===== config.mk =====
export PLATFORM = sky130hd
export DESIGN_NAME = i2cs_slave
export DESIGN_NICKNAME = d
export VERILOG_FILES = /design/src/i2cs_pkg.sv /design/src/i2cs_slave.sv
export SDC_FILE = /design/constraint.sdc
export NUM_CORES = 1
export LEC_CHECK = 0
export BUFFER_PORTS_ARGS = -buffer_cell sky130_fd_sc_hd__buf_2
export CAP_MARGIN = 20
export CORE_ASPECT_RATIO = 1.1
export CORE_UTILIZATION = 55
export DETAILED_ROUTE_END_ITERATION = 10
export HOLD_SLACK_MARGIN = 0.06
export PLACE_DENSITY = 0.76
export SKIP_CTS_REPAIR_TIMING = 1
export SKIP_LAST_GASP = 1
export SLEW_MARGIN = 20
export SYNTH_ARGS = -nofsm -noshare
export SYNTH_HDL_FRONTEND = slang
export SYNTH_SLANG_ARGS = --single-unit

===== constraint.sdc =====
create_clock -name clock -period 6 [get_ports clock]
set_input_delay 1.2 -clock clock [delete_from_list [all_inputs] [get_ports clock]]
set_output_delay 1.2 -clock clock [all_outputs]
set_load 0.05 [all_outputs]

===== src/i2cs_pkg.sv =====
// Constants for the two-wire bus slave: register map, fields, states
package i2cs_pkg;

  // Register offsets on the plain register port
  localparam logic [7:0] I2CS_CTL_OFF  = 8'h00;
  localparam logic [7:0] I2CS_STAT_OFF = 8'h04;
  localparam logic [7:0] I2CS_ADDR_OFF = 8'h08;
  localparam logic [7:0] I2CS_RCV_OFF  = 8'h0C;
  localparam logic [7:0] I2CS_TRN_OFF  = 8'h10;

  // Control register fields
  localparam int I2CS_CTL_ON     = 15;
  localparam int I2CS_CTL_REL    = 12;
  localparam int I2CS_CTL_A10    = 10;
  localparam int I2CS_CTL_RECEIVE_STRETCH_ENABLE  = 6;

  // Status register fields
  localparam int I2CS_ST_TEN     = 8;
  localparam int I2CS_ST_OV      = 6;
  localparam int I2CS_ST_DIR     = 2;
  localparam int I2CS_ST_RBF     = 1;
  localparam int I2CS_ST_TBF     = 0;

  // Reset values
  localparam logic [9:0]  I2CS_ADDR_RST = 10'h000;
  localparam logic [15:0] I2CS_DATA_RST = 16'h0000;

  // Fixed first-byte prefix of a ten-bit address
  localparam logic [4:0] I2CS_TEN_PREFIX = 5'h1E;

  // Bit counts of a byte on the bus
  localparam logic [3:0] I2CS_BITS_RX = 4'h8;
  localparam logic [3:0] I2CS_BITS_TX = 4'h7;

  // Slave sequence states, one-hot
  typedef enum logic [6:0] {
    I2CS_IDLE  = 7'h01,
    I2CS_ADDR  = 7'h02,
    I2CS_ADDR2 = 7'h04,
    I2CS_RX    = 7'h08,
    I2CS_ACK   = 7'h10,
    I2CS_TX    = 7'h20,
    I2CS_TXACK = 7'h40
  } i2cs_state_e;

endpackage


===== src/i2cs_slave.sv =====
// Two-wire bus slave with 7/10-bit address match and clock stretching
`timescale 1ns/1ns
//////////////////////////////////////////////////////////////////////////////
//////////////////////////////////////////////////////////////////////////////
module i2cs_slave
  import i2cs_pkg::*;
(
  // Clock and reset
  input  wire logic        clock,
  input  wire logic        rst,
  // Register port
  input  wire logic [7:0]  reg_addr,
  input  wire logic [15:0] reg_wdata,
  input  wire logic        reg_wr,
  input  wire logic        reg_rd,
  output logic      [15:0] reg_rdata,
  // Bus clock line
  input  wire logic        scl_i,
  output logic             scl_o,
  output logic             scl_oe,
  // Bus data line
  input  wire logic        sda_i,
  output logic             sda_o,
  output logic             sda_oe,
  // Slave event pulse
  output logic             slave_event
);

  // Byte compare helper
  function automatic logic byte_eq(input logic [7:0] a, input logic [7:0] b);
    byte_eq = (a == b);
  endfunction

  //////////////////////////////////////////////////////////////////////////
  // Declarations
  logic        scl_m_q, scl_s_q, scl_p_q;
  logic        sda_m_q, sda_s_q, sda_p_q;
  logic        scl_rise, scl_fall, start_det, stop_det;
  i2cs_state_e st_q, nxt_q, dec_nxt;
  logic [3:0]  cnt_q;
  logic [7:0]  rsr_q, txsh_q, rcv_q, trn_q;
  logic [9:0]  sadr_q;
  logic        on_q, rel_q, a10_q, receive_stretch_enable_q;
  logic        rbf_q, tbf_q, ov_q, ten_q, dir_q;
  logic        ack_q, evt_q, nack_q, loaded_q, hold_q;
  logic        byte_done, ninth_fall, txack_fall, tx_enter, tx_load, auto_clr;
  logic        dec_ack, dec_evt, dec_load, dec_ov, dec_set_ten, dec_clr_ten;
  logic        dec_dir, m_first;
  logic        wr_ctl, wr_stat, wr_addr, wr_trn, rd_rcv;
  logic [15:0] rd_mux, rdata_q;
  logic        evt_out_q;

  //////////////////////////////////////////////////////////////////////////
  // Line synchronisers and edge finders
  always_ff @(posedge clock or posedge rst) begin
    if (rst) begin
      scl_m_q <= 1'b1;
      scl_s_q <= 1'b1;
      scl_p_q <= 1'b1;
      sda_m_q <= 1'b1;
      sda_s_q <= 1'b1;
      sda_p_q <= 1'b1;
    end else begin
      scl_m_q <= scl_i;
      scl_s_q <= scl_m_q;
      scl_p_q <= scl_s_q;
      sda_m_q <= sda_i;
      sda_s_q <= sda_m_q;
      sda_p_q <= sda_s_q;
    end
  end

  // Bus events seen from the settled copies
  assign scl_rise  = scl_s_q & ~scl_p_q;
  assign scl_fall  = ~scl_s_q & scl_p_q;
  assign start_det = on_q & scl_s_q & scl_p_q & sda_p_q & ~sda_s_q;
  assign stop_det  = on_q & scl_s_q & scl_p_q & ~sda_p_q & sda_s_q;

  //////////////////////////////////////////////////////////////////////////
  // Register port decode
  assign wr_ctl  = reg_wr & (reg_addr == I2CS_CTL_OFF);
  assign wr_stat = reg_wr & (reg_addr == I2CS_STAT_OFF);
  assign wr_addr = reg_wr & (reg_addr == I2CS_ADDR_OFF);
  assign wr_trn  = reg_wr & (reg_addr == I2CS_TRN_OFF);
  assign rd_rcv  = reg_rd & (reg_addr == I2CS_RCV_OFF);

  //////////////////////////////////////////////////////////////////////////
  // Byte-end decision
  assign byte_done  = scl_fall & (cnt_q == I2CS_BITS_RX)
                      & ((st_q == I2CS_ADDR) | (st_q == I2CS_ADDR2) | (st_q == I2CS_RX));
  assign ninth_fall = scl_fall & (st_q == I2CS_ACK);
  assign txack_fall = scl_fall & (st_q == I2CS_TXACK);
  assign m_first    = (rsr_q[7:3] == I2CS_TEN_PREFIX) & (rsr_q[2:1] == sadr_q[9:8]);

  always_comb begin
    dec_nxt     = I2CS_IDLE;
    dec_ack     = 1'b0;
    dec_evt     = 1'b0;
    dec_load    = 1'b0;
    dec_ov      = 1'b0;
    dec_set_ten = 1'b0;
    dec_clr_ten = 1'b0;
    dec_dir     = rsr_q[0];
    case (st_q)
      I2CS_ADDR: begin
        if (a10_q) begin
          if (m_first && !rsr_q[0]) begin
            dec_ack     = 1'b1;
            dec_evt     = 1'b1;
            dec_clr_ten = 1'b1;
            dec_nxt     = I2CS_ADDR2;
          end else if (m_first && ten_q) begin
            dec_ack = 1'b1;
            dec_evt = 1'b1;
            dec_nxt = I2CS_TX;
          end else begin
            dec_clr_ten = 1'b1;
          end
        end else if (rsr_q[7:1] == sadr_q[6:0]) begin
          dec_ack = 1'b1;
          dec_evt = 1'b1;
          dec_nxt = rsr_q[0] ? I2CS_TX : I2CS_RX;
        end
      end
      I2CS_ADDR2: begin
        dec_dir = 1'b0;
        if (byte_eq(rsr_q, sadr_q[7:0])) begin
          dec_ack     = 1'b1;
          dec_evt     = 1'b1;
          dec_set_ten = 1'b1;
          dec_nxt     = I2CS_RX;
        end else begin
          dec_clr_ten = 1'b1;
        end
      end
      I2CS_RX: begin
        dec_dir  = 1'b0;
        dec_load = ~rbf_q;
        dec_ack  = ~rbf_q & ~ov_q;
        dec_ov   = rbf_q;
        dec_evt  = 1'b1;
        dec_nxt  = I2CS_RX;
      end
      default: begin
        dec_nxt = I2CS_IDLE;
      end
    endcase
  end

  // Transmit entry, shift load and automatic release clear
  assign tx_enter = (ninth_fall & (nxt_q == I2CS_TX)) | (txack_fall & ~nack_q);
  assign tx_load  = tx_enter ? tbf_q : ((st_q == I2CS_TX) & ~loaded_q & tbf_q);
  assign auto_clr = (tx_enter & ~tbf_q)
                    | (ninth_fall & (nxt_q == I2CS_RX) & receive_stretch_enable_q & rbf_q);

  //////////////////////////////////////////////////////////////////////////
  // Slave sequence
  always_ff @(posedge clock or posedge rst) begin
    if (rst) begin
      st_q     <= I2CS_IDLE;
      nxt_q    <= I2CS_IDLE;
      cnt_q    <= 4'h0;
      rsr_q    <= 8'h00;
      ack_q    <= 1'b0;
      evt_q    <= 1'b0;
      nack_q   <= 1'b0;
      dir_q    <= 1'b0;
    end else if (!on_q || stop_det) begin
      st_q  <= I2CS_IDLE;
      ack_q <= 1'b0;
    end else if (start_det) begin
      st_q  <= I2CS_ADDR;
      cnt_q <= 4'h0;
      ack_q <= 1'b0;
    end else begin
      case (st_q)
        I2CS_ADDR, I2CS_ADDR2, I2CS_RX: begin
          if (scl_rise) begin
            rsr_q <= {rsr_q[6:0], sda_s_q};
            cnt_q <= cnt_q + 4'h1;
          end else if (byte_done) begin
            ack_q <= dec_ack;
            evt_q <= dec_evt;
            nxt_q <= dec_nxt;
            dir_q <= dec_dir;
            st_q  <= (dec_nxt == I2CS_IDLE) ? I2CS_IDLE : I2CS_ACK;
          end
        end
        I2CS_ACK: begin
          if (ninth_fall) begin
            ack_q <= 1'b0;
            st_q  <= nxt_q;
            cnt_q <= 4'h0;
          end
        end
        I2CS_TX: begin
          if (scl_fall && loaded_q) begin
            if (cnt_q == I2CS_BITS_TX) begin
              st_q  <= I2CS_TXACK;
              cnt_q <= 4'h0;
            end else begin
              cnt_q <= cnt_q + 4'h1;
            end
          end
        end
        I2CS_TXACK: begin
          if (scl_rise) begin
            nack_q <= sda_s_q;
          end else if (txack_fall) begin
            st_q  <= nack_q ? I2CS_IDLE : I2CS_TX;
            cnt_q <= 4'h0;
          end
        end
        default: begin
          st_q <= I2CS_IDLE;
        end
      endcase
    end
  end

  // Transmit shifter, loaded from the single transmit register
  always_ff @(posedge clock or posedge rst) begin
    if (rst) begin
      txsh_q   <= 8'h00;
      loaded_q <= 1'b0;
    end else if (tx_load) begin
      txsh_q   <= trn_q;
      loaded_q <= 1'b1;
    end else if (tx_enter || st_q != I2CS_TX) begin
      loaded_q <= 1'b0;
    end else if (scl_fall && loaded_q) begin
      txsh_q <= {txsh_q[6:0], 1'b1};
    end
  end

  // Event pulse, one cycle after the ninth falling edge
  always_ff @(posedge clock or posedge rst) begin
    if (rst) begin
      evt_out_q <= 1'b0;
    end else begin
      evt_out_q <= (ninth_fall & evt_q) | txack_fall;
    end
  end

  //////////////////////////////////////////////////////////////////////////
  // Control and address registers
  always_ff @(posedge clock or posedge rst) begin
    if (rst) begin
      on_q    <= 1'b0;
      a10_q   <= 1'b0;
      receive_stretch_enable_q <= 1'b0;
      sadr_q  <= I2CS_ADDR_RST;
    end else begin
      if (wr_ctl) begin
        on_q    <= reg_wdata[I2CS_CTL_ON];
        a10_q   <= reg_wdata[I2CS_CTL_A10];
        receive_stretch_enable_q <= reg_wdata[I2CS_CTL_RECEIVE_STRETCH_ENABLE];
      end
      if (wr_addr) begin
        sadr_q <= reg_wdata[9:0];
      end
    end
  end

  // Clock release bit
  always_ff @(posedge clock or posedge rst) begin
    if (rst) begin
      rel_q <= 1'b1;
    end else if (wr_ctl && reg_wdata[I2CS_CTL_REL]) begin
      rel_q <= 1'b1;
    end else if (auto_clr) begin
      rel_q <= 1'b0;
    end else if (wr_ctl && receive_stretch_enable_q) begin
      rel_q <= 1'b0;
    end
  end

  // Clock hold: only after the line is seen low with release clear
  always_ff @(posedge clock or posedge rst) begin
    if (rst) begin
      hold_q <= 1'b0;
    end else if (rel_q || !on_q) begin
      hold_q <= 1'b0;
    end else if (!scl_s_q) begin
      hold_q <= 1'b1;
    end
  end

  // Buffer flags; hardware set wins over software clear
  always_ff @(posedge clock or posedge rst) begin
    if (rst) begin
      rcv_q <= 8'h00;
      trn_q <= 8'h00;
      rbf_q <= 1'b0;
      tbf_q <= 1'b0;
      ov_q  <= 1'b0;
      ten_q <= 1'b0;
    end else begin
      if (byte_done && dec_load) begin
        rcv_q <= rsr_q;
        rbf_q <= 1'b1;
      end else if (rd_rcv) begin
        rbf_q <= 1'b0;
      end
      if (byte_done && dec_ov) begin
        ov_q <= 1'b1;
      end else if (wr_stat) begin
        ov_q <= reg_wdata[I2CS_ST_OV];
      end
      if (wr_trn) begin
        trn_q <= reg_wdata[7:0];
        tbf_q <= 1'b1;
      end else if (tx_load) begin
        tbf_q <= 1'b0;
      end
      if (byte_done && dec_set_ten) begin
        ten_q <= 1'b1;
      end else if (byte_done && dec_clr_ten) begin
        ten_q <= 1'b0;
      end
    end
  end

  //////////////////////////////////////////////////////////////////////////
  // Read mux and registered read data
  always_comb begin
    rd_mux = I2CS_DATA_RST;
    case (reg_addr)
      I2CS_CTL_OFF: begin
        rd_mux[I2CS_CTL_ON]    = on_q;
        rd_mux[I2CS_CTL_REL]   = rel_q;
        rd_mux[I2CS_CTL_A10]   = a10_q;
        rd_mux[I2CS_CTL_RECEIVE_STRETCH_ENABLE] = receive_stretch_enable_q;
      end
      I2CS_STAT_OFF: begin
        rd_mux[I2CS_ST_TEN] = ten_q;
        rd_mux[I2CS_ST_OV]  = ov_q;
        rd_mux[I2CS_ST_DIR] = dir_q;
        rd_mux[I2CS_ST_RBF] = rbf_q;
        rd_mux[I2CS_ST_TBF] = tbf_q;
      end
      I2CS_ADDR_OFF: rd_mux = {6'h00, sadr_q};
      I2CS_RCV_OFF:  rd_mux = {8'h00, rcv_q};
      I2CS_TRN_OFF:  rd_mux = {8'h00, trn_q};
      default:       rd_mux = I2CS_DATA_RST;
    endcase
  end

  always_ff @(posedge clock or posedge rst) begin
    if (rst) begin
      rdata_q <= I2CS_DATA_RST;
    end else if (reg_rd) begin
      rdata_q <= rd_mux;
    end else begin
      rdata_q <= I2CS_DATA_RST;
    end
  end

  //////////////////////////////////////////////////////////////////////////
  // Pin drive, open drain
  assign reg_rdata   = rdata_q;
  assign scl_o       = 1'b0;
  assign scl_oe      = hold_q;
  assign sda_o       = 1'b0;
  assign sda_oe      = ack_q | ((st_q == I2CS_TX) & loaded_q & ~txsh_q[7]);
  assign slave_event = evt_out_q;

  //////////////////////////////////////////////////////////////////////////
  // Assertions
  idle_start_a: assert property (@(posedge clock) disable iff (rst)
    (st_q == I2CS_IDLE) && !start_det |=> (st_q == I2CS_IDLE))
    else $error("left idle without a start");

  addr_ack_a: assert property (@(posedge clock) disable iff (rst)
    byte_done && (st_q == I2CS_ADDR) && !a10_q && (rsr_q[7:1] == sadr_q[6:0])
    |=> ack_q && sda_oe)
    else $error("matched address not acknowledged");

  event_ninth_a: assert property (@(posedge clock) disable iff (rst)
    ninth_fall && evt_q |=> slave_event ##1 !slave_event)
    else $error("event pulse missing after ninth fall");

  rx_load_a: assert property (@(posedge clock) disable iff (rst)
    byte_done && (st_q == I2CS_RX) && !rbf_q && !ov_q
    |=> rbf_q && ack_q && (rcv_q == $past(rsr_q)))
    else $error("received byte not moved to buffer");

  overflow_keep_a: assert property (@(posedge clock) disable iff (rst)
    byte_done && (st_q == I2CS_RX) && rbf_q
    |=> !ack_q && ov_q && (rcv_q == $past(rcv_q)))
    else $error("overflow handling wrong");

  ov_nack_a: assert property (@(posedge clock) disable iff (rst)
    byte_done && (st_q == I2CS_RX) && ov_q && !rbf_q |=> !ack_q && rbf_q)
    else $error("overflow byte acknowledged or not loaded");

  tx_stretch_a: assert property (@(posedge clock) disable iff (rst)
    tx_enter && !tbf_q && !wr_ctl |=> !rel_q)
    else $error("transmit stretch missing");

  tx_nostretch_a: assert property (@(posedge clock) disable iff (rst)
    tx_enter && tbf_q && rel_q |=> rel_q)
    else $error("stretched although transmit loaded");

  rel_ignore_a: assert property (@(posedge clock) disable iff (rst)
    wr_ctl && !receive_stretch_enable_q && !reg_wdata[I2CS_CTL_REL] && !auto_clr
    |=> rel_q == $past(rel_q))
    else $error("release write not ignored");

  hold_low_a: assert property (@(posedge clock) disable iff (rst)
    $rose(scl_oe) |-> $past(!scl_s_q) && $past(!rel_q))
    else $error("clock driven low before line seen low");

  release_a: assert property (@(posedge clock) disable iff (rst)
    rel_q |=> !scl_oe)
    else $error("clock held while released");

endmodule


### Word level (Yosys, flattened, before mapping)

Index checks and enable logic that the tools add are counted.
Widths: inputs -> output; s select.

| operators by class | value |
|---|---|
| add/sub/neg operators | 1 |
| multipliers | 0 |
| div/mod/pow operators | 0 |
| magnitude comparators | 0 |
| equality and inequality tests | 34 |
| shift operators | 0 |
| mux-type cells | 78 |
| bitwise operators | 49 |
| reduce and logical (&&, ||, !) cells | 33 |

Operators with widths:

| kind | count |
|---|---|
| $mux 7 | 10 |
| $mux 1 | 38 |
| $mux 4 | 8 |
| $and 1x1->1 | 30 |
| $mux 6 | 5 |
| $pmux 7 s4 | 1 |
| $mux 8 | 3 |
| $pmux 7 s3 | 1 |
| $eq 8x4->1 const B | 2 |
| $mux 16 | 1 |
| $ne 4x4->1 const B | 4 |
| $pmux 4 s4 | 1 |
| $ne 3x3->1 const B | 5 |
| $eq 7x4->1 const B | 2 |
| $eq 7x6->1 const B | 2 |
| $reduce_and 7->1 | 2 |
| $not 1->1 | 13 |
| $ne 4x3->1 const B | 3 |
| $pmux 3 s4 | 1 |
| $reduce_and 4->1 | 3 |
| $reduce_bool 2->1 | 6 |
| $logic_and 1x1->1 | 9 |
| $pmux 1 s3 | 3 |
| $pmux 3 s3 | 1 |
| 31 further kinds | 41 |

| word-level totals | value |
|---|---|
| register bits after elaboration | 97 |
| bits in latches | 0 |
| bits in writable memories | 0 |
| ROM bits | 0 |
| output and inout bits | 21 |
| memories | 0 |

### Logic depth before layout (Yosys ltp)

| depth | value |
|---|---|
| depth in word-level cells | 14 |
| gate-level depth with buffers | 8 |

### Worst setup path after synthesis

Ideal clock, no wire load.

| path | value |
|---|---|
| path type | register to output |
| from | register st_q[2] |
| to | output port sda_oe |
| arrival | 2.266 ns |
| setup slack | 2.534 ns |
| stages on the path, launching flop included | 6 |
| cells stage by stage | dfrtp_1 buf_6 nor4_2 and3_1 nand2_1 o21ai_0 |

| on the way | value |
|---|---|
| word-level cells in the longest chain between the ends | 4 |

Ends and longest elaborated chain:

| element | line | source |
|---|---|---|
| start, declared | i2cs_slave.sv:39 | `i2cs_state_e st_q, nxt_q, dec_nxt;` |
| start signal, assigned | i2cs_slave.sv:186 | `st_q <= (dec_nxt == I2CS_IDLE) ? I2CS_IDLE : I2CS_ACK;` |
| start signal, assigned | i2cs_slave.sv:192 | `st_q <= nxt_q;` |
| start signal, assigned | i2cs_slave.sv:210 | `st_q <= nack_q ? I2CS_IDLE : I2CS_TX;` |
| $eq 7x6->1 | i2cs_slave.sv:365 | `assign sda_oe = ack_q \| ((st_q == I2CS_TX) & loaded_q & ~txsh_q[7]);` |
| $and 1x1->1 (2 in a row) | i2cs_slave.sv:365 |  |
| $or 1x1->1 | i2cs_slave.sv:365 |  |
| end, declared | i2cs_slave.sv:24 | `output logic sda_oe,` |

Every way passes these cells.

### Final worst setup path

| path | value |
|---|---|
| from | register st_q[3] |
| to | output port sda_oe |

The elaborated chain is that of the path after synthesis.

==> results.toml <==
[die]
rows = 34
die_width_um = 89.1
die_area_um2 = 8720
io_pins = 51
dieHeight_um = 97.8
start_util = 0.574
coreArea_um2 = 8000

[cts]
htreeDepth = 3
numCtsBuffers = 9
cts_tree = "built"
clk_latency_ps = 360
clk_path_buf_depth = 2
clock-sinks = 91
clk_pin_slew_ps = 80
cts_root_buffer = "clkbuf_8"

[sta]
worst_pin_slew_ps = 800
period_share = 0.569
slew_headroom = 0.467
holdWs_ps = 359
finClkSkew_ps = 9.25
clock.fmax_mhz = 293
slew_violations = 0
setup-tns-final_ps = 0
setup_viol = 0
grt_setup_unrepaired = "no"
finalHoldViolCount = 0
layout_min_cycle_time_ps = 3420

[grt]
grt_overflow = 0
grt_max_degree = 92
grt_pass1_vias = 3330
track_usage = 0.252
grt_antenna_before_repair = 0
grt_pass1_wl_um = 16600

[worst_setup_path]
worstSetupPathType = "register to primary output"
crit_path_top_delay_cell = "nor4_2"
cp.arrival_ps = 2220
critPathMaxStageDelay_ps = 560
critPathTopFamily = "simple AND/OR/NAND/NOR gates"
critPathLaunchType = "register"
required_ps = 4800
path_max_fanout = 7
crit_chain = "nor4_2 -> and3_1 -> nand2_1 -> o21ai_0 -> buf_2"
end_kind = "primary output"
crit_buf_inv = 1

[route]
drc = 0
first_iter_violations = 259
routed_wl_um = 10000
vias = 3303
route.antenna.remaining_nets = 0
drtPass1Iterations = 5
wl_per_cell_um = 18.2
vias_per_cell = 5.99

[synthesis]
synth_compound_area_frac = 0.112
synth_simple_gate_area_frac = 0.147
synth_ff_type = "dfrtp_1"
synthXorXnorAreaFrac = 0.0439
synth_seq_cells = 91
synth_edf_count = 0
synth.area.top_cells = "dfrtp_1, mux2_2, dfstp_2"
syn-cell-area_um2 = 4590
synth.top_cell.area_share = 0.447
synth-async-reset-ratio = 1.00
yosys_warnings = 0
synth_top_family_by_area = "multiplexers"
synth_area_leader_cell = "dfrtp_1"
synth_fa_ha_area_frac = 0.00545
seq_area_frac_synth = 0.498
syn_avg_cell_area_um2 = 11.5
syn_inst = 400
synthDistinctLibCells = 69
synth.mux.area_fraction = 0.151

[cells_and_area]
area_growth_pct = 10.5
drive_gt1_frac = 0.309
num-fill-cells = 669
num-nets-final = 470
final_cell_count_no_fill = 551
antenna_cells = 0

[pwr]
p_leak_nw = 2.46
p_per_area_nw_per_um2 = 229
peakVddDrop_mv = 0.221

[placement]
place.gp.congestion = 0.897
dp_cells = 535
numPortBuffers = 42
hpwlAfterDp_um = 7150

[status]
status = "completed"

[min_path]
holdCritPathClass = "register to register"

[flow_run]
max_cap_viol_count = 0
==> synth_stat cells (all sizes together) (2+ instances only) <==
cell	n
buf	10
nand4	6
o21ai	17
dfstp	9
inv	19
nor3b	2
nor3	10
nor2b	3
dfrtp	82
ha	2
nand4b	2
a31oi	4
mux2	56
mux2i	3
or2	2
or3b	2
a222oi	4
nand3b	3
a41oi	3
or4	3
clkbuf	11
nand2b	6
xnor2	5
a21oi	5
and3	7
nor2	20
xor2	18
o2bb2ai	2
and3b	4
or3	5
a21boi	3
o211ai	7
and2	6
nand2	16
a22oi	7
nand3	8
nor4	6
==> where the power goes <==
group	total, W	switching, W	internal [W]	leakage [nW]
clock network	0.000464	0.000217	0.000247	0.117
registers	0.000638	0.0000131	0.000625	1.22
logic	0.0000616	0.0000397	0.0000219	1.12
==> sequential cells by signal (all words and copies together), names as in the netlist, 4 cells and up <==
register and count:
reg_rdata 13, sadr_q 10, cnt_q 4, rcv_q 8, trn_q 8, st_q 7, txsh_q 8, nxt_q 4
rsr_q 8
==> layout by cell type (no fill, tap or decap), types with 3 or more instances in the layout <==
cell | synthesis | final
conb_1 | 1 | 5
clkbuf_8 | 0 | 10
mux2i_1 | 3 | 3
a21oi_1 | 5 | 5
nand2_1 | 15 | 15
a22oi_1 | 7 | 7
and2_1 | 6 | 6
nor2_1 | 20 | 20
o21ai_0 | 17 | 17
nor4_1 | 4 | 4
nor2b_1 | 3 | 3
xor2_1 | 18 | 18
or3_1 | 5 | 5
o211ai_1 | 7 | 7
and3_1 | 7 | 7
nor3_1 | 8 | 8
nand3b_1 | 3 | 3
buf_2 | 1 | 42
a31oi_1 | 4 | 4
a222oi_1 | 4 | 4
mux2_4 | 9 | 9
nand2b_1 | 6 | 6
and3b_1 | 4 | 4
inv_1 | 19 | 18
dfrtp_1 | 82 | 82
nand4_1 | 6 | 6
nand3_1 | 8 | 8
clkinv_2 | 0 | 3
mux2_2 | 46 | 46
a41oi_1 | 3 | 3
xnor2_1 | 5 | 5
dfstp_2 | 9 | 9
==> path summary, 6_finish.rpt <==
kind	start	end	slack, ps	depth (start not counted)
max	st_q[3]	sda_oe	2580	5
min	sda_m_q	sda_s_q	360	0
max reg2reg	st_q[6]	st_q[6]	3350	5
min reg2reg	sda_m_q	sda_s_q	360	0
max in group asynchronous	rst	loaded_q	4420	3
min in group asynchronous	rst	reg_rdata[8]	1050	3
==> layer usage <==
metal  up-vias  GRT usage  share of wire
li1       1531          -              -
met1      1637      0.336           0.42
met2       111      0.409           0.51
met3        24     0.0456          0.051
met4         0     0.0952          0.026
met5         -          0              0
==> layout make-up <==
class                   instances  area, um2  area share
clock inverters                 6       87.6      0.0172
multi-input cells             273       2130       0.419
inverters                      19       72.6      0.0143
well taps                     108        135      0.0266
flip-flops and latches         91       2290       0.451
clock buffers                  10        138      0.0271
repair buffers                 44        229      0.0451
==> cell families after synthesis <==
| kind of cell | Yosys count |
|---|---|
| flops | 91 |
| xor+xnor | 23 |
| fa+ha+maj | 2 |
| compound gates | 70 |
| simple gates | 114 |
| other cells | 1 |
| mux | 59 |
| buf+inv | 40 |
==> metrics by stage <==
stage          worst slack (ps)   util  instance area (um2)  power, W
3_5_place_dp               2340  0.606                 4850  0.000711
2_1_floorplan              2450      -                 4610  0.000688
5_1_grt                    2440  0.635                 5080   0.00120
4_1_cts                    2580  0.634                 5070   0.00117
6_report                   2580  0.635                 5080   0.00116
3_3_place_gp               2430  0.606                 4850  0.000709
Power figures use the tool's default switching activity.
